`src/qdac_pkg.sv`:
```
package qdac_pkg;
	// ==========================================
	// Frame layout
	localparam int FRAME_BITS = 24;
	localparam int CMD_MSB = 23;
	localparam int CMD_LSB = 20;
	localparam int ADDR_MSB = 19;
	localparam int ADDR_LSB = 16;
	localparam int DATA_MSB = 15;
	localparam int CHANNELS = 4;
	localparam int REF_BIT = 0;
	// ==========================================
	// Commands
	localparam logic [3:0] CMD_WRITE_INPUT = 4'h1;
	localparam logic [3:0] CMD_UPDATE_CHAN = 4'h2;
	localparam logic [3:0] CMD_WRITE_UPDATE = 4'h3;
	localparam logic [3:0] CMD_LOAD_MASK = 4'h5;
	localparam logic [3:0] CMD_SOFT_RESET = 4'h6;
	localparam logic [3:0] CMD_REF_SETUP = 4'h7;
	// ==========================================
	// Reset values and codes
	localparam logic [3:0] MASK_RESET = 4'h0;
	localparam logic REF_RESET = 1'b0;
	localparam logic [15:0] CODE_ZERO = 16'h0000;
	localparam logic [15:0] CODE_MID = 16'h8000;
	localparam logic [4:0] BIT_COUNT_RESET = 5'h00;
	typedef enum logic [1:0] {
		QDAC_INIT = 2'b00,
		QDAC_RUN = 2'b01,
		QDAC_HOLD = 2'b10
	} qdac_state_t;
endpackage

```
`src/qdac_sync.sv`:
```
`timescale 1ns/1ps
// Two-flop synchroniser for one pin; first flop read only by second
module qdac_sync (
	input wire logic clk_sys,
	input wire logic reset,
	input wire logic reset_value,
	input wire logic pin,
	output logic pin_sync
);
	logic stage;
	logic held;
	// ==========================================
	// Flops clear to a constant and hold the pin relative to reset_value,
	// so each pin leaves reset at its own reset_value without a false edge
	always_ff @(posedge clk_sys or posedge reset) begin
		if (reset) begin
			stage <= 1'b0;
			held <= 1'b0;
		end else begin
			stage <= pin ^ reset_value;
			held <= stage;
		end
	end
	// Undo the relative storage on the way out
	assign pin_sync = held ^ reset_value;
endmodule // qdac_sync

```
`src/qdac_chan_mem.sv`:
```
`timescale 1ns/1ps
// Four-word register bank, registered read
module qdac_chan_mem (
	input wire logic clk_sys,
	input wire logic reset,
	input wire logic [3:0] wr_en,
	input wire logic [15:0] wr_data,
	input wire logic [1:0] rd_addr,
	output logic [15:0] rd_data,
	output logic [63:0] all_data
);
	logic [15:0] mem [4];
	// ==========================================
	// Per-word write, read out through a flop
	always_ff @(posedge clk_sys or posedge reset) begin
		if (reset) begin
			for (int i = 0; i < 4; i++) begin
				mem[i] <= 16'h0000;
			end
			rd_data <= 16'h0000;
		end else begin
			for (int i = 0; i < 4; i++) begin
				if (wr_en[i]) begin
					mem[i] <= wr_data;
				end
			end
			rd_data <= mem[rd_addr];
		end
	end
	assign all_data = {mem[3], mem[2], mem[1], mem[0]};
endmodule // qdac_chan_mem

```
`src/qdac_ctrl.sv`:
```
`timescale 1ns/1ps
module qdac_ctrl (
	input wire logic clk_sys,
	input wire logic reset,
	input wire logic serial_clk,
	input wire logic serial_in,
	input wire logic sync_n,
	input wire logic load_strobe_n,
	input wire logic hw_reset_n,
	input wire logic reset_level_select,
	output logic [15:0] chan_a,
	output logic [15:0] chan_b,
	output logic [15:0] chan_c,
	output logic [15:0] chan_d,
	output logic [3:0] load_strobe_mask,
	output logic ref_enable,
	output logic ready
);
	import qdac_pkg::*;
	// ==========================================
	// Pin synchronisers
	logic sclk_s, sdi_s, sync_s, strobe_s, rstn_s, sel_s;
	// Serial clock idles high
	qdac_sync u_s0 (
		.clk_sys(clk_sys),
		.reset(reset),
		.reset_value(1'b1),
		.pin(serial_clk),
		.pin_sync(sclk_s)
	);
	// Serial data idles low
	qdac_sync u_s1 (
		.clk_sys(clk_sys),
		.reset(reset),
		.reset_value(1'b0),
		.pin(serial_in),
		.pin_sync(sdi_s)
	);
	// Frame sync idles high, so no false rise after reset
	qdac_sync u_s2 (
		.clk_sys(clk_sys),
		.reset(reset),
		.reset_value(1'b1),
		.pin(sync_n),
		.pin_sync(sync_s)
	);
	// Load strobe idles high
	qdac_sync u_s3 (
		.clk_sys(clk_sys),
		.reset(reset),
		.reset_value(1'b1),
		.pin(load_strobe_n),
		.pin_sync(strobe_s)
	);
	// Reset pin leaves reset low: init waits until the pin is really seen high
	qdac_sync u_s4 (
		.clk_sys(clk_sys),
		.reset(reset),
		.reset_value(1'b0),
		.pin(hw_reset_n),
		.pin_sync(rstn_s)
	);
	// Level select, only read once its flops hold the pin
	qdac_sync u_s5 (
		.clk_sys(clk_sys),
		.reset(reset),
		.reset_value(1'b0),
		.pin(reset_level_select),
		.pin_sync(sel_s)
	);

	// Delayed copies for edge detection, preset to the idle levels
	logic sclk_d, sync_d, strobe_d;
	always_ff @(posedge clk_sys or posedge reset) begin
		if (reset) begin
			sclk_d <= 1'b1;
			sync_d <= 1'b1;
			strobe_d <= 1'b1;
		end else begin
			sclk_d <= sclk_s;
			sync_d <= sync_s;
			strobe_d <= strobe_s;
		end
	end
	// One-cycle edge pulses
	logic sclk_fall, sync_rise, strobe_fall;
	assign sclk_fall = sclk_d & ~sclk_s;
	assign sync_rise = ~sync_d & sync_s;
	assign strobe_fall = strobe_d & ~strobe_s;

	// ==========================================
	// Power-on state: wait for reset pin high before running
	qdac_state_t state;
	logic [15:0] clear_code;
	always_ff @(posedge clk_sys or posedge reset) begin
		if (reset) begin
			state <= QDAC_INIT;
			clear_code <= CODE_ZERO;
		end else begin
			case (state)
				QDAC_INIT: begin
					if (rstn_s) begin
						state <= QDAC_RUN;
						clear_code <= sel_s ? CODE_MID : CODE_ZERO;
					end
				end
				QDAC_RUN: begin
					if (!rstn_s) begin
						state <= QDAC_HOLD;
						clear_code <= sel_s ? CODE_MID : CODE_ZERO;
					end
				end
				QDAC_HOLD: begin
					if (rstn_s) begin
						state <= QDAC_RUN;
					end
				end
				default: state <= QDAC_INIT;
			endcase
		end
	end
	logic running;
	assign running = (state == QDAC_RUN);

	// ==========================================
	// Shift register, MSB first, sampled on clock fall while sync low
	logic [23:0] shift;
	logic [4:0] bit_count;
	always_ff @(posedge clk_sys or posedge reset) begin
		if (reset) begin
			shift <= 24'h000000;
			bit_count <= BIT_COUNT_RESET;
		end else if (sync_s) begin
			bit_count <= BIT_COUNT_RESET;
		end else if (sclk_fall) begin
			shift <= {shift[22:0], sdi_s};
			if (bit_count != 5'(FRAME_BITS)) begin
				bit_count <= bit_count + 5'h01;
			end
		end
	end

	// Frame acted on at sync rise, needs full 24 bits
	logic frame_go;
	assign frame_go = sync_rise && (bit_count == 5'(FRAME_BITS)) && running;
	logic [3:0] cmd_field;
	logic [3:0] addr;
	logic [15:0] data;
	assign cmd_field = shift[CMD_MSB:CMD_LSB];
	assign addr = shift[ADDR_MSB:ADDR_LSB];
	assign data = shift[DATA_MSB:0];

	// ==========================================
	// Software registers
	logic soft_reset;
	assign soft_reset = frame_go && (cmd_field == CMD_SOFT_RESET);
	always_ff @(posedge clk_sys or posedge reset) begin
		if (reset) begin
			load_strobe_mask <= MASK_RESET;
			ref_enable <= ~REF_RESET;
		end else if (soft_reset) begin
			load_strobe_mask <= MASK_RESET;
			ref_enable <= ~REF_RESET;
		end else if (frame_go && cmd_field == CMD_LOAD_MASK) begin
			load_strobe_mask <= data[3:0];
		end else if (frame_go && cmd_field == CMD_REF_SETUP) begin
			ref_enable <= ~data[REF_BIT];
		end
	end

	// ==========================================
	// Input registers and channel registers
	logic [63:0] inp_all;
	logic [3:0] inp_we, chan_we;
	logic [3:0] eff_strobe_low;
	logic [3:0] chan_src_new;
	logic [15:0] chan_q [4];
	logic strobe_ok;
	// Strobe disregarded before init and while reset pin low
	assign strobe_ok = running;
	// Per-channel enables; a frame and a strobe fall may share one cycle
	always_comb begin
		inp_we = 4'h0;
		chan_we = 4'h0;
		chan_src_new = 4'h0;
		eff_strobe_low = 4'h0;
		for (int i = 0; i < CHANNELS; i++) begin
			// Masked channel sees strobe as high
			eff_strobe_low[i] = ~strobe_s & ~load_strobe_mask[i];
			if (frame_go && addr[i]) begin
				if (cmd_field == CMD_WRITE_INPUT) begin
					inp_we[i] = 1'b1;
					// Held-low strobe updates even masked channels
					if (~strobe_s) begin
						chan_we[i] = 1'b1;
						chan_src_new[i] = 1'b1;
					end
				end else if (cmd_field == CMD_UPDATE_CHAN) begin
					chan_we[i] = 1'b1;
				end else if (cmd_field == CMD_WRITE_UPDATE) begin
					inp_we[i] = 1'b1;
					chan_we[i] = 1'b1;
					chan_src_new[i] = 1'b1;
				end
			end
			// A fall counts only where the channel sees the pin go low
			if (strobe_fall && strobe_ok && eff_strobe_low[i]) begin
				chan_we[i] = 1'b1;
			end
		end
	end
	// Input registers; all four words are needed at once for a strobe fall
	qdac_chan_mem u_inp (
		.clk_sys(clk_sys),
		.reset(reset),
		.wr_en(inp_we),
		.wr_data(data),
		.rd_addr(2'b00),
		.rd_data(),
		.all_data(inp_all)
	);

	// ==========================================
	// Channel registers; reset pin low refuses writes
	always_ff @(posedge clk_sys or posedge reset) begin
		if (reset) begin
			for (int i = 0; i < 4; i++) begin
				chan_q[i] <= CODE_ZERO;
			end
		end else if (state != QDAC_RUN) begin
			for (int i = 0; i < 4; i++) begin
				chan_q[i] <= (state == QDAC_HOLD || rstn_s) ?
					(sel_s && state == QDAC_INIT ? CODE_MID : clear_code) : chan_q[i];
			end
		end else if (soft_reset) begin
			for (int i = 0; i < 4; i++) begin
				chan_q[i] <= clear_code;
			end
		end else begin
			for (int i = 0; i < 4; i++) begin
				if (chan_we[i]) begin
					chan_q[i] <= chan_src_new[i] ? data : inp_all[16*i +: 16];
				end
			end
		end
	end

	// Outputs straight from flops
	always_ff @(posedge clk_sys or posedge reset) begin
		if (reset) begin
			chan_a <= CODE_ZERO;
			chan_b <= CODE_ZERO;
			chan_c <= CODE_ZERO;
			chan_d <= CODE_ZERO;
			ready <= 1'b0;
		end else begin
			chan_a <= chan_q[0];
			chan_b <= chan_q[1];
			chan_c <= chan_q[2];
			chan_d <= chan_q[3];
			ready <= running;
		end
	end

	// ==========================================
	// Checks
	mask_load_a: assert property (@(posedge clk_sys) disable iff (reset)
		(frame_go && cmd_field == CMD_LOAD_MASK && !soft_reset)
		|=> load_strobe_mask == $past(data[3:0]))
		else $error("mask not loaded");
	ref_setup_a: assert property (@(posedge clk_sys) disable iff (reset)
		(frame_go && cmd_field == CMD_REF_SETUP) |=> ref_enable == !$past(data[0]))
		else $error("reference bit wrong");
	write_upd_a: assert property (@(posedge clk_sys) disable iff (reset)
		(frame_go && cmd_field == CMD_WRITE_UPDATE && addr[1]) |=> ##1 chan_b == $past(data, 2))
		else $error("write-update missed");
	masked_hold_a: assert property (@(posedge clk_sys) disable iff (reset)
		(running && strobe_fall && load_strobe_mask[0] && !frame_go)
		|=> chan_q[0] == $past(chan_q[0]))
		else $error("masked channel moved");
	// Unmasked channel takes its input word on a strobe fall
	strobe_upd_a: assert property (@(posedge clk_sys) disable iff (reset)
		(running && strobe_fall && !load_strobe_mask[1] && !frame_go)
		|=> chan_q[1] == $past(inp_all[31:16]))
		else $error("strobe update missed");
	// Update command copies input, leaves inputs alone
	update_chan_a: assert property (@(posedge clk_sys) disable iff (reset)
		(frame_go && cmd_field == CMD_UPDATE_CHAN && addr[0])
		|=> chan_q[0] == $past(inp_all[15:0]) && inp_all == $past(inp_all))
		else $error("update command wrong");
	// Input write with strobe high leaves the channel register
	write_input_a: assert property (@(posedge clk_sys) disable iff (reset)
		(frame_go && cmd_field == CMD_WRITE_INPUT && addr[0] && strobe_s)
		|=> chan_q[0] == $past(chan_q[0]) && inp_all[15:0] == $past(data))
		else $error("input write wrong");
	// Held-low strobe passes the write even through a mask
	held_low_a: assert property (@(posedge clk_sys) disable iff (reset)
		(frame_go && cmd_field == CMD_WRITE_INPUT && addr[3] && !strobe_s)
		|=> chan_q[3] == $past(data))
		else $error("held strobe ignored");
	hold_block_a: assert property (@(posedge clk_sys) disable iff (reset)
		(state == QDAC_HOLD) ##1 (state == QDAC_HOLD) |-> chan_q[0] == clear_code)
		else $error("update during reset");
	init_wait_a: assert property (@(posedge clk_sys) disable iff (reset)
		(state == QDAC_INIT && !rstn_s) |=> state == QDAC_INIT)
		else $error("init left early");
	shift_gate_a: assert property (@(posedge clk_sys) disable iff (reset)
		sync_s |=> bit_count == BIT_COUNT_RESET)
		else $error("shift while sync high");
	soft_rst_a: assert property (@(posedge clk_sys) disable iff (reset)
		(running && soft_reset) |=> load_strobe_mask == MASK_RESET && chan_q[1] == clear_code)
		else $error("soft reset incomplete");
	// Reset pin clears to the level picked when it went low
	hw_clear_a: assert property (@(posedge clk_sys) disable iff (reset)
		(state == QDAC_RUN && !rstn_s)
		|=> ##1 chan_q[2] == ($past(sel_s, 2) ? CODE_MID : CODE_ZERO))
		else $error("reset pin clear wrong");
	// Leaving init sets the power-up level from the select pin
	power_up_a: assert property (@(posedge clk_sys) disable iff (reset)
		(state == QDAC_INIT && rstn_s)
		|=> chan_q[3] == ($past(sel_s) ? CODE_MID : CODE_ZERO))
		else $error("power-up level wrong");
	// Channel 0 holds, strobe included, until init completes
	init_freeze_a: assert property (@(posedge clk_sys) disable iff (reset)
		(state == QDAC_INIT && !rstn_s) |=> chan_q[0] == $past(chan_q[0]))
		else $error("channel moved in init");
endmodule // qdac_ctrl

```
`config.mk`:
```
export PLATFORM = sky130hd
export DESIGN_NAME = qdac_ctrl
export DESIGN_NICKNAME = d
export VERILOG_FILES = /design/src/qdac_pkg.sv /design/src/qdac_sync.sv /design/src/qdac_chan_mem.sv /design/src/qdac_ctrl.sv
export SDC_FILE = /design/constraint.sdc
export NUM_CORES = 1
export LEC_CHECK = 0
export BUFFER_PORTS_ARGS = -buffer_cell sky130_fd_sc_hd__clkbuf_2
export CORE_MARGIN = 3
export CORE_UTILIZATION = 40
export CTS_CLUSTER_DIAMETER = 100
export CTS_CLUSTER_SIZE = 16
export DETAILED_ROUTE_END_ITERATION = 8
export PLACE_DENSITY = 0.67
export SYNTH_ARGS = -nofsm -noshare
export SYNTH_HDL_FRONTEND = slang
export SYNTH_SLANG_ARGS = --single-unit
```
`constraint.sdc`:
```
create_clock -name clk_sys -period 10.9 [get_ports clk_sys]
set_input_delay 0 -clock clk_sys [delete_from_list [all_inputs] [get_ports clk_sys]]
set_output_delay 0 -clock clk_sys [all_outputs]
set_load 0.01 [all_outputs]
```
-- Word-level counts from Yosys, hierarchy flattened
Index checks and enable logic that the tools add are counted.
Widths: inputs -> output; s select.
- eq/ne operators: 18
- mux-type cells: 50
- bitwise operators: 19
- reduce and logical (&&, ||, !) cells: 34
- add/sub/neg operators: 1
- operators by type and width (operator ; count):
    $mux 16 ; 13
    $mux 64 ; 2
    $pmux 16 s2 ; 1
    $mux 1 ; 26
    $reduce_and 2->1 ; 8
    $logic_and 1x1->1 ; 15
    $mux 5 ; 3
    $eq 4x3->1 const B ; 3
    $not 1->1 ; 12
    $reduce_bool 3->1 ; 4
    $eq 4x2->1 const B ; 2
    $mux 4 ; 2
    $ne 2x1->1 const B ; 4
    $ne 2x2->1 const B ; 4
    $and 1x1->1 ; 7
    $reduce_bool 2->1 ; 3
    $add 5x1->5 const B ; 1
    $eq 5x5->1 const B ; 1
    $ne 5x5->1 const B ; 1
    $eq 4x1->1 const B ; 1
    $mux 2 ; 2
    $pmux 2 s2 ; 1
    $reduce_and 3->1 ; 1
    $eq 2x1->1 const B ; 1
    other kinds (4) ; 4
- register bits: 260
- word-level logic and storage cells: 156

-- Depth between registers and ports, before layout
- word-level depth: 10
- gate-level depth with buffers: 8
- mapped depth without buffers: 6

-- Cells and area by module
Synthesis repeated with hierarchy kept, for this count alone.
- cells, all modules: 665
- area total of the unflattened synthesis: 10416.2 µm²
- by module, submodules not included (module ; times used ; sequential area each (µm²) ; cells each ; area an instance (µm²)):
    qdac_ctrl ; 1 ; 4234.1 ; 462 ; 6782.8
    qdac_chan_mem ; 1 ; 2001.9 ; 173 ; 3205.6
    qdac_sync ; 6 ; 50.0 ; 5 ; 71.3

-- Worst setup path after synthesis
OpenSTA, ideal clock, no wires.
- kind: register to register
- from: register bit_count[0]
- to: register u_inp.mem, in the netlist u_inp.all_data[16]
- data arrival time: 2.096 ns
- path buffers: 1
- cell stages (with the launch flop): 7
- setup slack: 8.679 ns
- setup time: 0.125 ns
- period minus slack after synthesis: 2.221 ns
- path through: dfrtp_1 -> inv_1 -> ha_1 -> nand4b_2 -> nor4_2 -> buf_4 -> mux2_2
- word-level cells in the longest chain between the ends: 5
- RTL lines (what ; line ; text):
    start: declaration ; qdac_ctrl.sv:128 ; logic [4:0] bit_count;
    start signal: assignment ; qdac_ctrl.sv:138 ; bit_count <= bit_count + 5'h01;
    $eq 5x5->1 ; qdac_ctrl.sv:145 ; assign frame_go = sync_rise && (bit_count == 5'(FRAME_BITS)) && running;
    $logic_and 1x1->1 (2 in a row) ; qdac_ctrl.sv:145 ;
    $logic_and 1x1->1 ; qdac_ctrl.sv:190 ; if (frame_go && addr[i]) begin
    $mux 1 ; qdac_ctrl.sv:190 ;
    end signal: indexed assignment ; qdac_chan_mem.sv:24 ; mem[i] <= wr_data;
    end: declaration ; qdac_chan_mem.sv:12 ; logic [15:0] mem [4];
Every way passes these cells.
A chain may end at the register's enable or synchronous reset.

-- Worst setup path in the final report
- from: register bit_count[0]
- to: register u_inp.mem, in the netlist u_inp.all_data[56]
The elaborated chain is that of the path after synthesis.

==> impl_results.md <==
- CP startpoint: bit_count[0]
- Post-Syn Area: between 9000 and 10,000 sq um
- Total via count in the routed design: ~5,100
- TritonCTS Buffers: 19
- N_diodes: 0
- Cell count after synthesis: 610
- Outcome: finished clean
- Routed vias/inst: 5.25
- Max VDD drop: 121 uV
- Post_cts resized: 0
- Reg2Reg Launch Point: bit_count[0]
- Nets: roughly 700
- Grt total ovfl: 0
- Clock Tree Buf Depth: 3
- Cell breakdown of the critical path: inv_1 > ha_1 > nand4b_2 > nor3_1 > and2_1 > mux2_2
- DRC violations left: 0
- Vias in the first global route: about 5,300
- Post-route antenna net violation count: 0
- Final period utilization: roughly 25%
- Post-Syn Area per Cell: 15.2 sq um
- Final hold vios: 0
- Placed Cells: 940
- RSZ-0062 raised after global routing: no
- Total Die Area: about 25,000 sq um
- Max-slew violation count: 0
- Placed Area: roughly 10000 sq um
- Leakage: 5.33 nW
- Port buffer count: 77
- # setup viols final: 0
- Initial Util: between 40% and 50%
- Fin area: between 10,000 and 15,000 sq um
- WS Path Type: reg2reg
- Post-DP HPWL: between 10,000 and 15,000 microns
- Synth Flop Type: dfrtp_1
- Seq cells post-synth: 245
- Largest net degree at the start of global routing: around 120
- Total core area: around 23,000 sq um
- Max-slew headroom: 19.5%
- Crit path DAT: 3070 ps
- Worst hold-check path type: in2reg
- Die height: 158 microns
- Total wire length: about 18,000 microns
- H-tree Lvls: 1
- Gr usage total: between 10% and 20%
- Die width: around 160 microns
- Initial antenna violation count: 0
- CTS tree: yes
- Iteration-0 DRC Markers: 323
- PwrDens: between 150 and 200 nW/um^2
- Critical path's largest stage delay: slightly above 700 ps
- Most numerous cell in the Yosys netlist: dfrtp_1
- Post-synth EDFFs: 0
- Area share of the largest cell type after synthesis: between 60% and 70%
- Worst-Skew Late Latency: around 490 ps
- Final TNS setup: 0 ps
- Post-CTS Setup Bufs: 0
- Worst path slowest cell: and2_1
- Ports: slightly below 80
- Placer Congestion: about 0.86
- Final min period: 2710 ps
- Register clock-pin slew on the reported worst setup and hold paths: ~70 ps
- First-pass GRT wire length: around 30,000 microns
- YS warnings: 0
- Synth async-reset ratio: between 90% and 100%
- Top cells by count, synth: dfrtp_1, mux2_2, mux2i_1, o2bb2ai_1, buf_2
- Hold path start: reset_level_select
- Worst Skew: between 20 and 25 ps
- Non-filler cells, final: 980
- CP required: 11,260 ps
- Drt first pass iters: 4
- Max-cap violations: 0
- Synthesis-to-finish area growth: 13.6%
- Rows: 55
- Cell variety after synth: 52
- CTS sink cnt: between 200 and 250
- Crit-path max FO: 16
- Largest area contributor in the netlist: dfrtp_1
- Achievable Freq: ~370 MHz
- Syn_nets: 620
- CP Launch Type: flop
- Wire length per cell: 18.7 microns
- Worst-Margin Slew: ~1200 ps
- Area contributors post-synth: dfrtp_1, mux2_2, mux2i_1
- Share of cells above drive strength 1: a little under a third
- CTS root buf: clkbuf_16
- Seq/Total Area, Yosys: about two thirds
- Worst setup EP type: flop
## cell families (layout without fill, tap and decap cells)
kind of cell / Yosys count / count (layout) / share of synthesized area, %
AO/OA/AOI/OAI: 90 / 90 / 8.50
buffers and inverters: 57 / 142 / 2.64
flip-flops: 245 / 245 / 66.0
AND/OR/NAND/NOR: 58 / 58 / 4.44
multiplexers: 152 / 152 / 17.5
XOR/XNOR: 6 / 6 / 0.566
adder cells (fa/ha/maj): 2 / 2 / 0.269
## sequential cells by signal, summed over array words and instances, names as in the netlist, 2 cells and up
name,flops
bit_count,5
chan_b,16
chan_d,16
chan_c,16
shift,24
chan_q,64
u_inp.all_data,64
load_strobe_mask,4
state,2
chan_a,16
## area by class of cell
| class | instances | area [sq um] |
|---|---|---|
| Clock buffer | 31 | 520 |
| Sequential cell | 245 | 6140 |
| Inverter | 15 | 63.8 |
| Fill cell | 1993 | 12200 |
| Tap cell | 285 | 357 |
| Timing Repair Buffer | 95 | 538 |
| Multi-Input combinational cell | 308 | 2930 |
| Clock inverter | 1 | 16.3 |
## power by group
part           total, mW  switching [mW]  internal [mW]
sequential          1.00          0.0623          0.938
combinational      0.100          0.0599         0.0401
clock              0.632           0.303          0.329
total               1.73           0.425           1.31
## cell usage in the layout (no fill, tap or decap), types with 3 or more instances in the layout
master,synthesis,routed
dfrtp_1,241,241
mux2_2,87,87
clkbuf_2,0,77
mux2i_1,65,65
o2bb2ai_1,61,61
clkbuf_16,0,19
inv_1,15,14
nor2_1,12,12
clkbuf_1,16,12
buf_4,2,11
dlygate4sd3_1,0,7
nand2_1,6,6
o31ai_2,1,4
o21ai_2,4,4
nand4_1,4,4
and2_1,4,4
nand3_1,4,4
o21a_1,4,4
a221oi_1,4,4
dfstp_2,4,4
nor3b_1,3,3
and4_1,3,3
xnor2_1,3,3
and3_1,3,3
a22o_1,3,3
xor2_1,3,3
## final timing paths
kind,to,slack [ps],cells after the start
worst min register to register,u_s0.held,350,0
max in group asynchronous,u_s3.held,9130,4
min in group asynchronous,chan_b[15],210,3
worst min-delay path,u_s5.stage,160,2
worst max-delay path,u_inp.all_data[56],8190,6
worst max register to register,u_inp.all_data[56],8190,6
## stage by stage
stage,setup WS (ps),util [%],power [mW],hold WS (ps)
detailed placement,8150,43.8,1.12,110
CTS,8150,46.5,1.76,138
floorplan,4180,-,1.07,31.4
finish,8190,46.5,1.73,157
global route,8070,46.5,1.81,149
global placement,8330,43.8,1.12,112
## worst max-delay path, delay by kind of cell (launching register included)
| kind | cells | cell delay [ps] |
|---|---|---|
| AND/OR/NAND/NOR | 3 | 1490 |
| flip-flops | 1 | 420 |
| buffers and inverters | 1 | 80 |
| adder cells (fa/ha/maj) | 1 | 180 |
| multiplexers | 1 | 410 |
## what timing repair did
item                                    in CTS  in global routing
endpoints found under the hold margin      119                  0
hold buffers                                 7                  0
endpoints found under the setup margin       0                  0
## per-layer routing
layer	up-vias	GRT usage (%)	share of wire, %
met4	0	3.20	1.6
met5	-	0	0
met1	2680	20.9	45
met2	90	25.0	49
li1	2351	-	-
met3	21	2.23	4.2
No activity file was read; power rests on OpenSTA's default activity.
